### config.mk
export PLATFORM = sky130hd
export DESIGN_NAME = pim_irq_mask_status
export DESIGN_NICKNAME = d
export VERILOG_FILES = /design/src/core/pim_pkg.sv /design/src/core/pim_irq_mask_status.sv
export VERILOG_INCLUDE_DIRS = /design/src /design/src/core
export SDC_FILE = /design/constraint.sdc
export NUM_CORES = 1
export LEC_CHECK = 0
export ABC_AREA = 1
export BUFFER_PORTS_ARGS = -buffer_cell sky130_fd_sc_hd__buf_2
export CORE_MARGIN = 3
export CORE_UTILIZATION = 30
export CTS_BUF_LIST = sky130_fd_sc_hd__clkbuf_4
export DETAILED_ROUTE_END_ITERATION = 10
export SETUP_SLACK_MARGIN = 0.1
export SLEW_MARGIN = 20
export SYNTH_ARGS = -nofsm -noshare
export SYNTH_HDL_FRONTEND = slang
export SYNTH_SLANG_ARGS = --single-unit
### constraint.sdc
create_clock -name mclk_i -period 2 [get_ports mclk_i]
set_input_delay 0.6 -clock mclk_i [delete_from_list [all_inputs] [get_ports mclk_i]]
set_output_delay 0.6 -clock mclk_i [all_outputs]
set_load 0.02 [all_outputs]
### src/core/pim_defines.svh
`ifndef PIM_DEFINES_SVH
`define PIM_DEFINES_SVH

// Register subaddresses
`define PIM_ADDR_CORE_EVT     8'h01
`define PIM_ADDR_SW_EVT       8'h02
`define PIM_ADDR_CORE_MASK    8'h03
`define PIM_ADDR_SW_MASK      8'h04
`define PIM_ADDR_STATUS       8'h05
`define PIM_ADDR_CONTROL      8'h06

// Switch event flag positions
`define PIM_SW3_FAULT_BIT     5
`define PIM_SW2_FAULT_BIT     4
`define PIM_SW1_FAULT_BIT     3
`define PIM_SW3_LIMIT_BIT     2
`define PIM_SW2_LIMIT_BIT     1
`define PIM_SW1_LIMIT_BIT     0

// Core event positions
`define PIM_PROG_LOW_BIT      5
`define PIM_LINE_BIT          4
`define PIM_BUTTON_BIT        3
`define PIM_OVERTEMP_BIT      2
`define PIM_ACQ_DONE_BIT      1
`define PIM_PROG_DONE_BIT     0

// Status positions
`define PIM_SEAL_BIT          7
`define PIM_DEFAULTS_BIT      6
`define PIM_LINE_LVL_BIT      5
`define PIM_BUTTON_LVL_BIT    4
`define PIM_SEQ_HI            3
`define PIM_SEQ_LO            2
`define PIM_CELL_HI           1
`define PIM_CELL_LO           0

`define PIM_CELL_ACQ_BIT      0
`define PIM_MASK_USED         8'h3F
`define PIM_MASK_RESET        8'h00
`define PIM_EVT_RESET         8'h00

`endif

### src/core/pim_pkg.sv
package pim_pkg;
  typedef enum logic [1:0] {
    PIM_SEQ_TRANSITION,
    PIM_SEQ_AWAIT_POWER_ENABLE,
    PIM_SEQ_ACTIVE,
    PIM_SEQ_SUSPEND
  } pim_seq_e;

  typedef logic [7:0] pim_byte_t;
endpackage

### src/core/pim_irq_mask_status.sv
`timescale 1ns/1ps
`include "pim_defines.svh"

module pim_irq_mask_status
(
  input  wire logic              mclk_i,
  input  wire logic              resetn_i,
  // Register port from the serial front end
  input  wire logic              reg_wr_i,
  input  wire logic              reg_rd_i,
  input  wire logic [7:0]        reg_addr_i,
  input  wire pim_pkg::pim_byte_t reg_wdata_i,
  output logic [7:0]             reg_rdata_o,
  // Load switch monitors
  input  wire logic [3:1]        sw_overtemp_i,
  input  wire logic              sw2_undervolt_i,
  input  wire logic [3:1]        sw_limiting_i,
  // Core event pulses
  input  wire logic              prog_voltage_low_i,
  input  wire logic              overtemp_warn_i,
  input  wire logic              cell_acq_done_i,
  input  wire logic              prog_done_i,
  // Live status sources
  input  wire logic              line_detect_in_n_i,
  input  wire logic              button_in_n_i,
  input  wire logic              freshness_seal_broken_i,
  input  wire logic              defaults_modified_i,
  input  wire pim_pkg::pim_seq_e seq_state_i,
  input  wire logic [1:0]        cell_charge_class_i,
  // Outputs
  output logic                   cell_acq_start_o,
  output logic                   irq_out_n_o,
  output logic                   irq_out_n_oe_n_o
);
  import pim_pkg::*;

  logic [7:0] core_evt_ff;
  logic [7:0] nxt_core_evt;
  logic [7:0] sw_evt_ff;
  logic [7:0] nxt_sw_evt;
  logic [7:0] core_mask_ff;
  logic [7:0] nxt_core_mask;
  logic [7:0] sw_mask_ff;
  logic [7:0] nxt_sw_mask;
  logic [7:0] status_ff;
  logic [7:0] nxt_status;
  logic       line_prev_ff;
  logic       nxt_line_prev;
  logic       button_prev_ff;
  logic       nxt_button_prev;
  logic       acq_ff;
  logic       nxt_acq;
  logic [7:0] rdata_ff;
  logic [7:0] nxt_rdata;
  logic       irq_n_ff;
  logic       nxt_irq_n;
  logic       oe_n_ff;
  logic       nxt_oe_n;
  logic [7:0] core_set;
  logic [7:0] sw_set;
  logic       pending;
  logic       hit_core_evt;
  logic       hit_sw_evt;
  // Named views of the flag bits
  logic       prog_voltage_low_flag;
  logic       line_detect_flag;
  logic       button_flag;
  logic       overtemp_warn_flag;
  logic       cell_acq_done_flag;
  logic       prog_done_flag;
  logic       switch3_thermal_fault;
  logic       switch2_fault;
  logic       switch1_thermal_fault;
  logic       switch3_current_limiting;
  logic       switch2_current_limiting;
  logic       switch1_current_limiting;
  // Named views of the mask bits
  logic       prog_voltage_low_mask;
  logic       line_detect_mask;
  logic       button_mask;
  logic       overtemp_warn_mask;
  logic       cell_acq_done_mask;
  logic       prog_done_mask;
  logic       switch3_fault_mask;
  logic       switch2_fault_mask;
  logic       switch1_fault_mask;
  logic       switch3_limit_mask;
  logic       switch2_limit_mask;
  logic       switch1_limit_mask;
  // One request per event after its mask
  logic [5:0] core_req;
  logic [5:0] sw_req;

  // Subaddress decode for the read-clear path
  always_comb
  begin
    // Only reads of the two flag registers clear anything
    hit_core_evt = (reg_addr_i == `PIM_ADDR_CORE_EVT);
    hit_sw_evt   = (reg_addr_i == `PIM_ADDR_SW_EVT);
  end

  // Event sources and flag update
  always_comb
  begin
    core_set = 8'h00;
    core_set[`PIM_PROG_LOW_BIT]  = prog_voltage_low_i;
    core_set[`PIM_LINE_BIT]      = line_detect_in_n_i ^ line_prev_ff;
    core_set[`PIM_BUTTON_BIT]    = button_in_n_i ^ button_prev_ff;
    core_set[`PIM_OVERTEMP_BIT]  = overtemp_warn_i;
    core_set[`PIM_ACQ_DONE_BIT]  = cell_acq_done_i;
    core_set[`PIM_PROG_DONE_BIT] = prog_done_i;

    sw_set = 8'h00;
    sw_set[`PIM_SW3_FAULT_BIT] = sw_overtemp_i[3];
    sw_set[`PIM_SW2_FAULT_BIT] = sw_overtemp_i[2] | sw2_undervolt_i;
    sw_set[`PIM_SW1_FAULT_BIT] = sw_overtemp_i[1];

    nxt_core_evt = core_evt_ff;
    nxt_sw_evt   = sw_evt_ff;
    // Read clears, but a same-cycle event survives the clear
    if (reg_rd_i && hit_core_evt)
    begin
      nxt_core_evt = `PIM_EVT_RESET;
    end
    if (reg_rd_i && hit_sw_evt)
    begin
      nxt_sw_evt = `PIM_EVT_RESET;
    end
    // Flags update whatever the masks hold
    nxt_core_evt = (nxt_core_evt | core_set) & `PIM_MASK_USED;
    nxt_sw_evt   = (nxt_sw_evt | sw_set) & `PIM_MASK_USED;
    // Limit bits are live levels, not sticky
    nxt_sw_evt[`PIM_SW3_LIMIT_BIT] = sw_limiting_i[3];
    nxt_sw_evt[`PIM_SW2_LIMIT_BIT] = sw_limiting_i[2];
    nxt_sw_evt[`PIM_SW1_LIMIT_BIT] = sw_limiting_i[1];

    nxt_line_prev   = line_detect_in_n_i;
    nxt_button_prev = button_in_n_i;
  end

  always_ff @(posedge mclk_i or negedge resetn_i)
  begin
    if (!resetn_i)
    begin
      core_evt_ff    <= `PIM_EVT_RESET;
      sw_evt_ff      <= `PIM_EVT_RESET;
      line_prev_ff   <= 1'b1;
      button_prev_ff <= 1'b1;
    end
    else
    begin
      core_evt_ff    <= nxt_core_evt;
      sw_evt_ff      <= nxt_sw_evt;
      line_prev_ff   <= nxt_line_prev;
      button_prev_ff <= nxt_button_prev;
    end
  end

  // Mask and control registers
  always_comb
  begin
    nxt_core_mask = core_mask_ff;
    nxt_sw_mask   = sw_mask_ff;
    nxt_acq       = 1'b0;
    if (reg_wr_i)
    begin
      case (reg_addr_i)
        `PIM_ADDR_CORE_MASK:
          nxt_core_mask = reg_wdata_i & `PIM_MASK_USED;
        `PIM_ADDR_SW_MASK:
          nxt_sw_mask = reg_wdata_i & `PIM_MASK_USED;
        `PIM_ADDR_CONTROL:
          nxt_acq = reg_wdata_i[`PIM_CELL_ACQ_BIT];
        default:
          nxt_acq = 1'b0;
      endcase
    end
  end

  always_ff @(posedge mclk_i or negedge resetn_i)
  begin
    if (!resetn_i)
    begin
      core_mask_ff <= `PIM_MASK_RESET;
      sw_mask_ff   <= `PIM_MASK_RESET;
      acq_ff       <= 1'b0;
    end
    else
    begin
      core_mask_ff <= nxt_core_mask;
      sw_mask_ff   <= nxt_sw_mask;
      acq_ff       <= nxt_acq;
    end
  end

  // Live status word, one register stage from the pins
  always_comb
  begin
    nxt_status = 8'h00;
    nxt_status[`PIM_SEAL_BIT]       = freshness_seal_broken_i;
    nxt_status[`PIM_DEFAULTS_BIT]   = defaults_modified_i;
    nxt_status[`PIM_LINE_LVL_BIT]   = ~line_detect_in_n_i;
    nxt_status[`PIM_BUTTON_LVL_BIT] = ~button_in_n_i;
    nxt_status[`PIM_SEQ_HI:`PIM_SEQ_LO] = seq_state_i;
    // Only meaningful after an acquisition has completed
    nxt_status[`PIM_CELL_HI:`PIM_CELL_LO] = cell_charge_class_i;
  end

  always_ff @(posedge mclk_i or negedge resetn_i)
  begin
    if (!resetn_i)
    begin
      status_ff <= 8'h00;
    end
    else
    begin
      status_ff <= nxt_status;
    end
  end

  // Named views keep the gating below readable against the bit map
  assign prog_voltage_low_flag    = core_evt_ff[`PIM_PROG_LOW_BIT];
  assign line_detect_flag         = core_evt_ff[`PIM_LINE_BIT];
  assign button_flag              = core_evt_ff[`PIM_BUTTON_BIT];
  assign overtemp_warn_flag       = core_evt_ff[`PIM_OVERTEMP_BIT];
  assign cell_acq_done_flag       = core_evt_ff[`PIM_ACQ_DONE_BIT];
  assign prog_done_flag           = core_evt_ff[`PIM_PROG_DONE_BIT];
  assign switch3_thermal_fault    = sw_evt_ff[`PIM_SW3_FAULT_BIT];
  assign switch2_fault            = sw_evt_ff[`PIM_SW2_FAULT_BIT];
  assign switch1_thermal_fault    = sw_evt_ff[`PIM_SW1_FAULT_BIT];
  assign switch3_current_limiting = sw_evt_ff[`PIM_SW3_LIMIT_BIT];
  assign switch2_current_limiting = sw_evt_ff[`PIM_SW2_LIMIT_BIT];
  assign switch1_current_limiting = sw_evt_ff[`PIM_SW1_LIMIT_BIT];

  // Mask fields sit at the same positions as their flags
  assign prog_voltage_low_mask    = core_mask_ff[`PIM_PROG_LOW_BIT];
  assign line_detect_mask         = core_mask_ff[`PIM_LINE_BIT];
  assign button_mask              = core_mask_ff[`PIM_BUTTON_BIT];
  assign overtemp_warn_mask       = core_mask_ff[`PIM_OVERTEMP_BIT];
  assign cell_acq_done_mask       = core_mask_ff[`PIM_ACQ_DONE_BIT];
  assign prog_done_mask           = core_mask_ff[`PIM_PROG_DONE_BIT];
  assign switch3_fault_mask       = sw_mask_ff[`PIM_SW3_FAULT_BIT];
  assign switch2_fault_mask       = sw_mask_ff[`PIM_SW2_FAULT_BIT];
  assign switch1_fault_mask       = sw_mask_ff[`PIM_SW1_FAULT_BIT];
  assign switch3_limit_mask       = sw_mask_ff[`PIM_SW3_LIMIT_BIT];
  assign switch2_limit_mask       = sw_mask_ff[`PIM_SW2_LIMIT_BIT];
  assign switch1_limit_mask       = sw_mask_ff[`PIM_SW1_LIMIT_BIT];

  // Masking gates only the pin; the flags above never see it
  always_comb
  begin
    core_req = 6'h00;
    core_req[`PIM_PROG_LOW_BIT]  = prog_voltage_low_flag
                                 & ~prog_voltage_low_mask;
    core_req[`PIM_LINE_BIT]      = line_detect_flag
                                 & ~line_detect_mask;
    core_req[`PIM_BUTTON_BIT]    = button_flag
                                 & ~button_mask;
    core_req[`PIM_OVERTEMP_BIT]  = overtemp_warn_flag
                                 & ~overtemp_warn_mask;
    core_req[`PIM_ACQ_DONE_BIT]  = cell_acq_done_flag
                                 & ~cell_acq_done_mask;
    core_req[`PIM_PROG_DONE_BIT] = prog_done_flag
                                 & ~prog_done_mask;

    // Fault requests stay until read; limit requests follow the level
    sw_req = 6'h00;
    sw_req[`PIM_SW3_FAULT_BIT] = switch3_thermal_fault
                               & ~switch3_fault_mask;
    sw_req[`PIM_SW2_FAULT_BIT] = switch2_fault
                               & ~switch2_fault_mask;
    sw_req[`PIM_SW1_FAULT_BIT] = switch1_thermal_fault
                               & ~switch1_fault_mask;
    sw_req[`PIM_SW3_LIMIT_BIT] = switch3_current_limiting
                               & ~switch3_limit_mask;
    sw_req[`PIM_SW2_LIMIT_BIT] = switch2_current_limiting
                               & ~switch2_limit_mask;
    sw_req[`PIM_SW1_LIMIT_BIT] = switch1_current_limiting
                               & ~switch1_limit_mask;
  end

  // Read mux and interrupt pin
  always_comb
  begin
    case (reg_addr_i)
      `PIM_ADDR_CORE_EVT:  nxt_rdata = core_evt_ff;
      `PIM_ADDR_SW_EVT:    nxt_rdata = sw_evt_ff;
      `PIM_ADDR_CORE_MASK: nxt_rdata = core_mask_ff;
      `PIM_ADDR_SW_MASK:   nxt_rdata = sw_mask_ff;
      `PIM_ADDR_STATUS:    nxt_rdata = status_ff;
      `PIM_ADDR_CONTROL:   nxt_rdata = 8'h00; // Start bit reads back clear
      default:             nxt_rdata = 8'h00;
    endcase
    if (!reg_rd_i)
    begin
      nxt_rdata = rdata_ff;
    end
    // Any unmasked flag holds the pin low until it is read away; limit flags hold it only while their level lasts
    pending = (|core_req) | (|sw_req);
    // Open drain: drive low when pending, release otherwise
    nxt_irq_n = 1'b0;
    nxt_oe_n  = ~pending;
  end

  always_ff @(posedge mclk_i or negedge resetn_i)
  begin
    if (!resetn_i)
    begin
      rdata_ff <= 8'h00;
      irq_n_ff <= 1'b0;
      oe_n_ff  <= 1'b1;
    end
    else
    begin
      rdata_ff <= nxt_rdata;
      irq_n_ff <= nxt_irq_n;
      oe_n_ff  <= nxt_oe_n;
    end
  end

  assign reg_rdata_o      = rdata_ff;
  assign cell_acq_start_o = acq_ff;
  assign irq_out_n_o      = irq_n_ff;
  assign irq_out_n_oe_n_o = oe_n_ff;

endmodule

==> results of run 1 <==
==> per-stage QoR <==
stage | total power, W | setup slack (ns) | utilization (%) | hold slack (ns)
2_1_floorplan | 0.00105 | 0.561 | - | 0.304
3_3_place_gp | 0.00115 | 0.222 | 36.6 | 0.466
3_5_place_dp | 0.00116 | 0.193 | 36.6 | 0.477
4_1_cts | 0.00157 | 0.330 | 37.4 | 0.190
5_1_grt | 0.00164 | 0.296 | 37.4 | 0.191
6_report | 0.00155 | 0.346 | 37.4 | 0.176
==> registers in the layout, summed over array words and instances, names as in the netlist <==
| register | count |
|---|---|
| reg_rdata_o | 8 |
| status_ff | 8 |
| core_evt_ff | 6 |
| core_mask_ff | 6 |
| sw_evt_ff | 6 |
| sw_mask_ff | 6 |
| button_prev_ff | 1 |
| cell_acq_start_o | 1 |
| irq_out_n_oe_n_o | 1 |
| line_prev_ff | 1 |
==> final timing paths <==
| kind | depth (start not counted) | to | startpoint | slack [ns] |
|---|---|---|---|---|
| max in group asynchronous | 2 | line_prev_ff | resetn_i | 1.53 |
| min reg2reg | 2 | reg_rdata_o[6] | reg_rdata_o[6] | 0.50 |
| max | 1 | irq_out_n_oe_n_o | irq_out_n_oe_n_o | 0.35 |
| min in group mclk_i | 1 | status_ff[0] | cell_charge_class_i[0] | 0.33 |
| min | 2 | cell_acq_start_o | resetn_i | 0.18 |
| max reg2reg | 5 | irq_out_n_oe_n_o | core_evt_ff[0] | 0.96 |
==> Yosys cell counts, drive strengths merged (2+ instances only) <==
master / n
buf: 5
dfrtp: 41
dfstp: 3
inv: 30
nand2: 31
nand3: 44
nor2: 29
nor3: 2
nor4: 2
o21ai: 17
o21bai: 6
xnor2: 2
==> area by class of cell <==
cell class,instances,area [um2]
sequential,44,1100
clock inverter,3,13.8
tap,77,96.3
multi-input combinational,138,743
clock buffer,5,37.5
inverter,31,119
fill,705,4020
timing repair buffer,52,288
==> power by group through the flow <==
stage,sequential (W),clock [W],combinational (W)
global route,0.000956,0.000477,0.000210
detailed placement,0.000967,0,0.000189
floorplan,0.000973,0,0.0000812
global placement,0.000967,0,0.000186
CTS,0.000951,0.000432,0.000189
finish,0.000950,0.000414,0.000185
==> layout by cell type (no fill, tap or decap), drive strengths merged, types with 3 or more instances in the layout <==
master	count
dfrtp	41
nand3	44
o21ai	17
clkinv	4
nand2	31
inv	30
nor2	29
dfstp	3
clkbuf	5
buf	52
o21bai	6
==> per-layer routing <==
metal / global-route usage, % / part of all wire, % / vias up
met4: 6.00 / 2.5 / 0
met1: 17.9 / 47 / 750
met2: 21.6 / 46 / 50
li1: - / - / 811
met5: 0 / 0 / -
met3: 2.82 / 4.9 / 10
==> cells by family after synthesis <==
family | synth area share (%)
compound gates | 8.78
buf+inv | 8.03
flops | 55.0
simple gates | 27.1
other cells | 0.187
xor+xnor | 0.872
==> summary.txt, run 1 <==
Outcome
  – Status: completed

Critical path
  – Slowest Stage Delay on Critical Path: ~0.54 ns
  – Bufs and invs on worst path: 1
  – Critical Path End Type: primary output
  – Critical Path Start Type: flop
  – CP cell instances: buf_2
  – Slowest cell on crit path: dfstp_2
  – Setup Crit Path Kind: flop to primary output
  – Arr. time, crit path: ~1.1 ns
  – Worst Path Required: between 1 and 1.5 ns
  – CP max FO: 1
  – Cell family with most CP delay: flip-flops

Clock network
  – Clock Path Buffers: 2
  – Worst-path clk slew: ~0.13 ns
  – CTS resizes: 0
  – Root Buffer: clkbuf_4
  – Setup Buffers After CTS: 0
  – Htree depth: 2
  – # clock sinks: 44
  – Hold_buf cts: 0
  – TritonCTS clock tree: done
  – Clk Latency, worst-skew pair: about 0.36 ns
  – Clock buffer count from CTS: 5

Timing
  – Final Cycle Share: ~83%
  – Finish-stage setup viols: 0
  – Slew Limit Fails: 0
  – RSZ-0062 raised after global routing: no
  – Fmax: around 600 MHz
  – Setup TNS: 0 ns
  – Fin crit period: around 1.7 ns
  – Final clock skew: roughly 0.013 ns
  – Final Hold Vio Count: 0

Synth
  – Unique masters post-synth: 32
  – Post-synth top area cell: dfrtp_1
  – Synth Register Bits: 44
  – Synth warnings: 0
  – Avg Cell Area, Syn: a little over 9 um2
  – EDFF count, synth: 0
  – Share of flip-flops with an asynchronous set or reset: 100%
  – Part of the Yosys area used for sequential elements: a little over half
  – Top cells by area, synth: dfrtp_1 51%, nand3_1 11%, inv_1 5.2%
  – Syn Inst Count: 219
  – Mapped cell area: 2010 um2
  – Dominant synthesized flop cell: dfrtp_1
  – Syn nets: between 200 and 300
  – Yosys top cell area share: between 50% and 60%

Global route
  – Global-route wire length before repair: 7820 um
  – Initial antenna violation count: 0
  – Total grt overflow: 0
  – GRT Overall Usage: 13.6%
  – Largest net degree at the start of global routing: 45
  – Vias in the first global route: 1642

Floorplan
  – Row count: 29
  – Die height: around 88 um
  – Die X: between 80 and 90 um
  – Die area: between 7000 and 8000 um2
  – # IOs: 50
  – Core ar.: between 6000 and 7000 um2
  – Initial Util: a little under a third

Layout
  – Diode count: 0
  – Final non-filler cell total: 350
  – Final Instance Area: about 2400 um2
  – Area Growth Syn to Fin: 19.6%
  – # nets final: between 300 and 400
  – Layout cells sized above 1: 30.0%

Pwr
  – Clock share of power: roughly a quarter
  – Internal Pwr Total: 0.00113 W
  – PwrDens: around 640 nW/um2
  – Logic pwr share: between 10% and 20%
  – Static Leakage: ~1.2 nW
  – Part of the power in registers: between 60 and 70%
  – Net Sw Power: ~0.00042 W
  – Switching share of total power: a little over a quarter
  – Peak supply drop: about 0.21 mV

Drt
  – Wirelength per Cell: about 14 um
  – Vias per cell: about 4.6
  – Vias: ~1.6k
  – DRC Markers: 0
  – DR iter-0 viols: between 100 and 150
  – Routed Antenna Nets: 0
  – Final WL: approximately 4800 um
  – Total iterations of the first detailed-routing run: 4

Placement
  – Post-placement cell count: 342
  – Placed cell areas: roughly 2400 um2
  – GPL Wtd Cong: 0.833
  – Final HPWL DP: 3530 um
  – Port Buf Inserts: 46

Hold path
  – Hold Crit Class: input port to async pin

Job
  – Max capacitance violation total: 0
Note: power is estimated with default switching activity, not from simulation.
==> run 2, diff against run 1 <==
- clock period: 2 -> 1.33 ns (I/O delays scaled with it)
==> run 2 against run 1 <==
  * The flow now finishes with violations (setup timing)
  * Critical path depth unchanged
  * Total power up 67%
  * Global-route usage about the same
  * Sequential cell count unchanged
  * Sequential power up 51%
  * Wire length up 3.2%
  * Register-to-register slack worse by 0.68 ns
  * Count of clock-buffer cells in the layout unchanged
  * Final area up 9.6%
  * Clock skew about the same
  * Die area unchanged
  * Critical path type unchanged
==> summary.txt, run 2 (same netlist as run 1, synthesis figures left out) <==
Pwr
  – Switching share of total power: 25.1% (-2.0 points)
  – Peak supply drop: 0.373 mV (+77%)
  – Static Leakage: 1.34 nW (+8.7%)
  – PwrDens: 981 nW/um2 (+52%)
  – Internal Pwr Total: 0.00194 W (+71%)
  – Clock share of power: 32.1% (+5.4 points)
  – Net Sw Power: 0.000648 W (+55%)
  – Design Power: 0.00258 W (+67%)
  – Part of the power in registers: 55.4% (-5.9 points)
  – Logic pwr share: 12.5% (+0.5 points)

Critical path
  – R2R Setup Slk: 0.28 ns (-0.68 ns)
  – Bufs and invs on worst path: 1 (unchanged)
  – CP max FO: 1 (unchanged)
  – WP depth: 1 (unchanged)
  – Critical Path End Type: primary output
  – Reg-to-reg critical path startpoint: core_evt_ff[0]
  – Slowest cell on crit path: dfstp_2
  – CP cell instances: buf_6
  – Worst Setup EP: irq_out_n_oe_n_o
  – Setup Crit Path Kind: flop to primary output
  – Worst Path Required: 0.93 ns (-0.47 ns)
  – Slowest Stage Delay on Critical Path: 0.55 ns (about the same)
  – Cell family with most CP delay: flip-flops
  – Arr. time, crit path: 1.01 ns (-0.04 ns)
  – Critical Path Start Type: flop
  – Worst Setup SP: irq_out_n_oe_n_o
  – R2R depth: 5 (unchanged)
  – Capture point of the worst reg-to-reg path: irq_out_n_oe_n_o

Floorplan
  – Die X: 87.8 um (unchanged)
  – Initial Util: 31.3% (unchanged)
  – Die height: 87.8 um (unchanged)
  – Row count: 29 (unchanged)
  – # IOs: 50 (unchanged)
  – Die area: 7720 um2 (unchanged)
  – Core ar.: 6420 um2 (unchanged)

Placement
  – Port Buf Inserts: 46 (unchanged)
  – GPL Wtd Cong: 0.850 (+2.1%)
  – Final HPWL DP: 3700 um (+5.0%)

Layout
  – Most frequent cells in the layout: 43 x nand3_1, 41 x dfrtp_1, 36 x buf_2, 28 x inv_1, 27 x nand2_1
  – # nets final: 327 (+5.1%)
  – Diode count: 0 (unchanged)
  – Area Growth Syn to Fin: 31.1%
  – Commonest non-fill, non-tap cell in the layout: nand3_1
  – Layout fillers: 650 (-7.8%)
  – Multi-input gate area: 748 um2 (+0.67%)
  – Layout cells sized above 1: 34.3% (+4.2 points)
  – Register area: 1100 um2 (unchanged)

Clock network
  – Root Buffer: clkbuf_4
  – Clock Path Buffers: 2 (unchanged)
  – Worst-path clk slew: 0.14 ns (about the same)
  – TritonCTS clock tree: done
  – Clk Latency, worst-skew pair: 0.36 ns (about the same)
  – Clock buffer count from CTS: 5 (unchanged)
  – Htree depth: 2 (unchanged)
  – # clock sinks: 44 (unchanged)

Job
  – Max capacitance violation total: 0 (unchanged)

Drt
  – Total iterations of the first detailed-routing run: 4 (unchanged)
  – DRC Markers: 0 (unchanged)
  – Vias per cell: 4.58 (-1.1%)
  – Vias: 1676 (+3.4%)
  – Routed Antenna Nets: 0 (unchanged)
  – Final WL: 4930 um (+3.2%)
  – DR iter-0 viols: 121 (+11%)
  – Wirelength per Cell: 13.5 um (-1.3%)

Timing
  – Final Hold Vio Count: 0 (unchanged)
  – Setup TNS: -0.0747 ns (-0.0747 ns)
  – RSZ-0062 raised after global routing: yes
  – Fmax: about 710 MHz
  – Fin crit period: roughly 1.4 ns
  – Finish-stage setup viols: 1 (+1)
  – Final Cycle Share: 106%
  – Slew Limit Fails: 0 (unchanged)
  – Post-route setup slack: -0.0747 ns (-0.421 ns)
  – Final clock skew: 0.0132 ns (-0.0000802 ns)

Outcome
  – Status: finished with violations
  – Violations in the final reports: setup timing

Global route
  – Largest net degree at the start of global routing: 20 (-56%)
  – Initial antenna violation count: 0 (unchanged)
  – GRT Overall Usage: 13.6% (about the same)
  – Vias in the first global route: 1622 (-1.2%)
  – Global-route wire length before repair: 7850 um (+0.27%)
  – Total grt overflow: 0 (unchanged)

Hold path
  – Hold Crit Class: input port to flop
==> run 2: cell count changes in the layout (fill, tap and decap cells not counted) <==
cell           before  now
buf_12              1    2
buf_2              46   36
buf_4               5   19
buf_6               0   10
bufinv_16           0    1
clkinv_2            2    0
clkinv_4            0    1
dlygate4sd3_1       0    1
nand2_1            28   27
nand2_2             2    3
nor2_1             24   23
nor2_2              2    3
==> run 2: per-layer routing <==
metal	up-vias	wire (um)	GRT usage, %
met2	50	2240	19.8
met5	-	0	0
met4	0	120	6.69
met1	768	2230	17.9
met3	11	339	4.70
li1	847	-	-
==> run 2: per-stage QoR <==
| step | hold WS [ns] | std cells | util, % | setup WS [ns] | cell area, um2 |
|---|---|---|---|---|---|
| floorplan | 0.103 | 219 | - | 0.103 | 2020 |
| global placement | 0.333 | 350 | 37.8 | -0.196 | 2430 |
| detailed placement | 0.331 | 350 | 37.8 | -0.218 | 2430 |
| CTS | 0.130 | 363 | 40.6 | -0.0948 | 2610 |
| global route | 0.111 | 366 | 41.0 | -0.126 | 2630 |
| finish | 0.137 | 366 | 41.0 | -0.0747 | 2630 |
==> run 2: what timing repair did <==
action | in CTS | in global routing
resized for setup | 20 | 1
endpoints found under the hold margin | 11 | 0
setup endpoints to repair | 10 | 17
setup buffers | 4 | 3
hold buffers | 1 | 0
pin swaps | 0 | 1
==> run 2: worst reg2reg max path: cells and delay by family (launching register included) <==
kind                   cells  cell delay [ns]
AND/OR/NAND/NOR            3             0.39
buffers and inverters      1             0.10
flip-flops                 1             0.40
AO/OA/AOI/OAI              1             0.08
==> run 2: worst min-delay path by stage <==
stage / start / end / depth (start not counted)
final: seq_state_i[1] / status_ff[3] / 1
after global routing: seq_state_i[1] / status_ff[3] / 1
after CTS: seq_state_i[1] / status_ff[3] / 1
after detailed placement: resetn_i / reg_rdata_o[1] / 1
after global placement: resetn_i / status_ff[0] / 1
after floorplan: resetn_i / cell_acq_start_o / 0
==> run 2: layout make-up <==
class                      count  area share (%)
timing repair buffer          68            18.4
clock buffer                   5            1.43
clock inverter                 3            1.62
sequential                    44            41.9
inverter                      31            4.51
tap                           77            3.66
multi-input combinational    138            28.4
==> run 2: power by group through the flow <==
stage	logic, W	clock network (W)	registers [W]
6_report	0.000323	0.000829	0.00143
3_5_place_dp	0.000300	0	0.00145
2_1_floorplan	0.000122	0	0.00146
4_1_cts	0.000325	0.000852	0.00143
3_3_place_gp	0.000294	0	0.00145
5_1_grt	0.000358	0.000918	0.00144
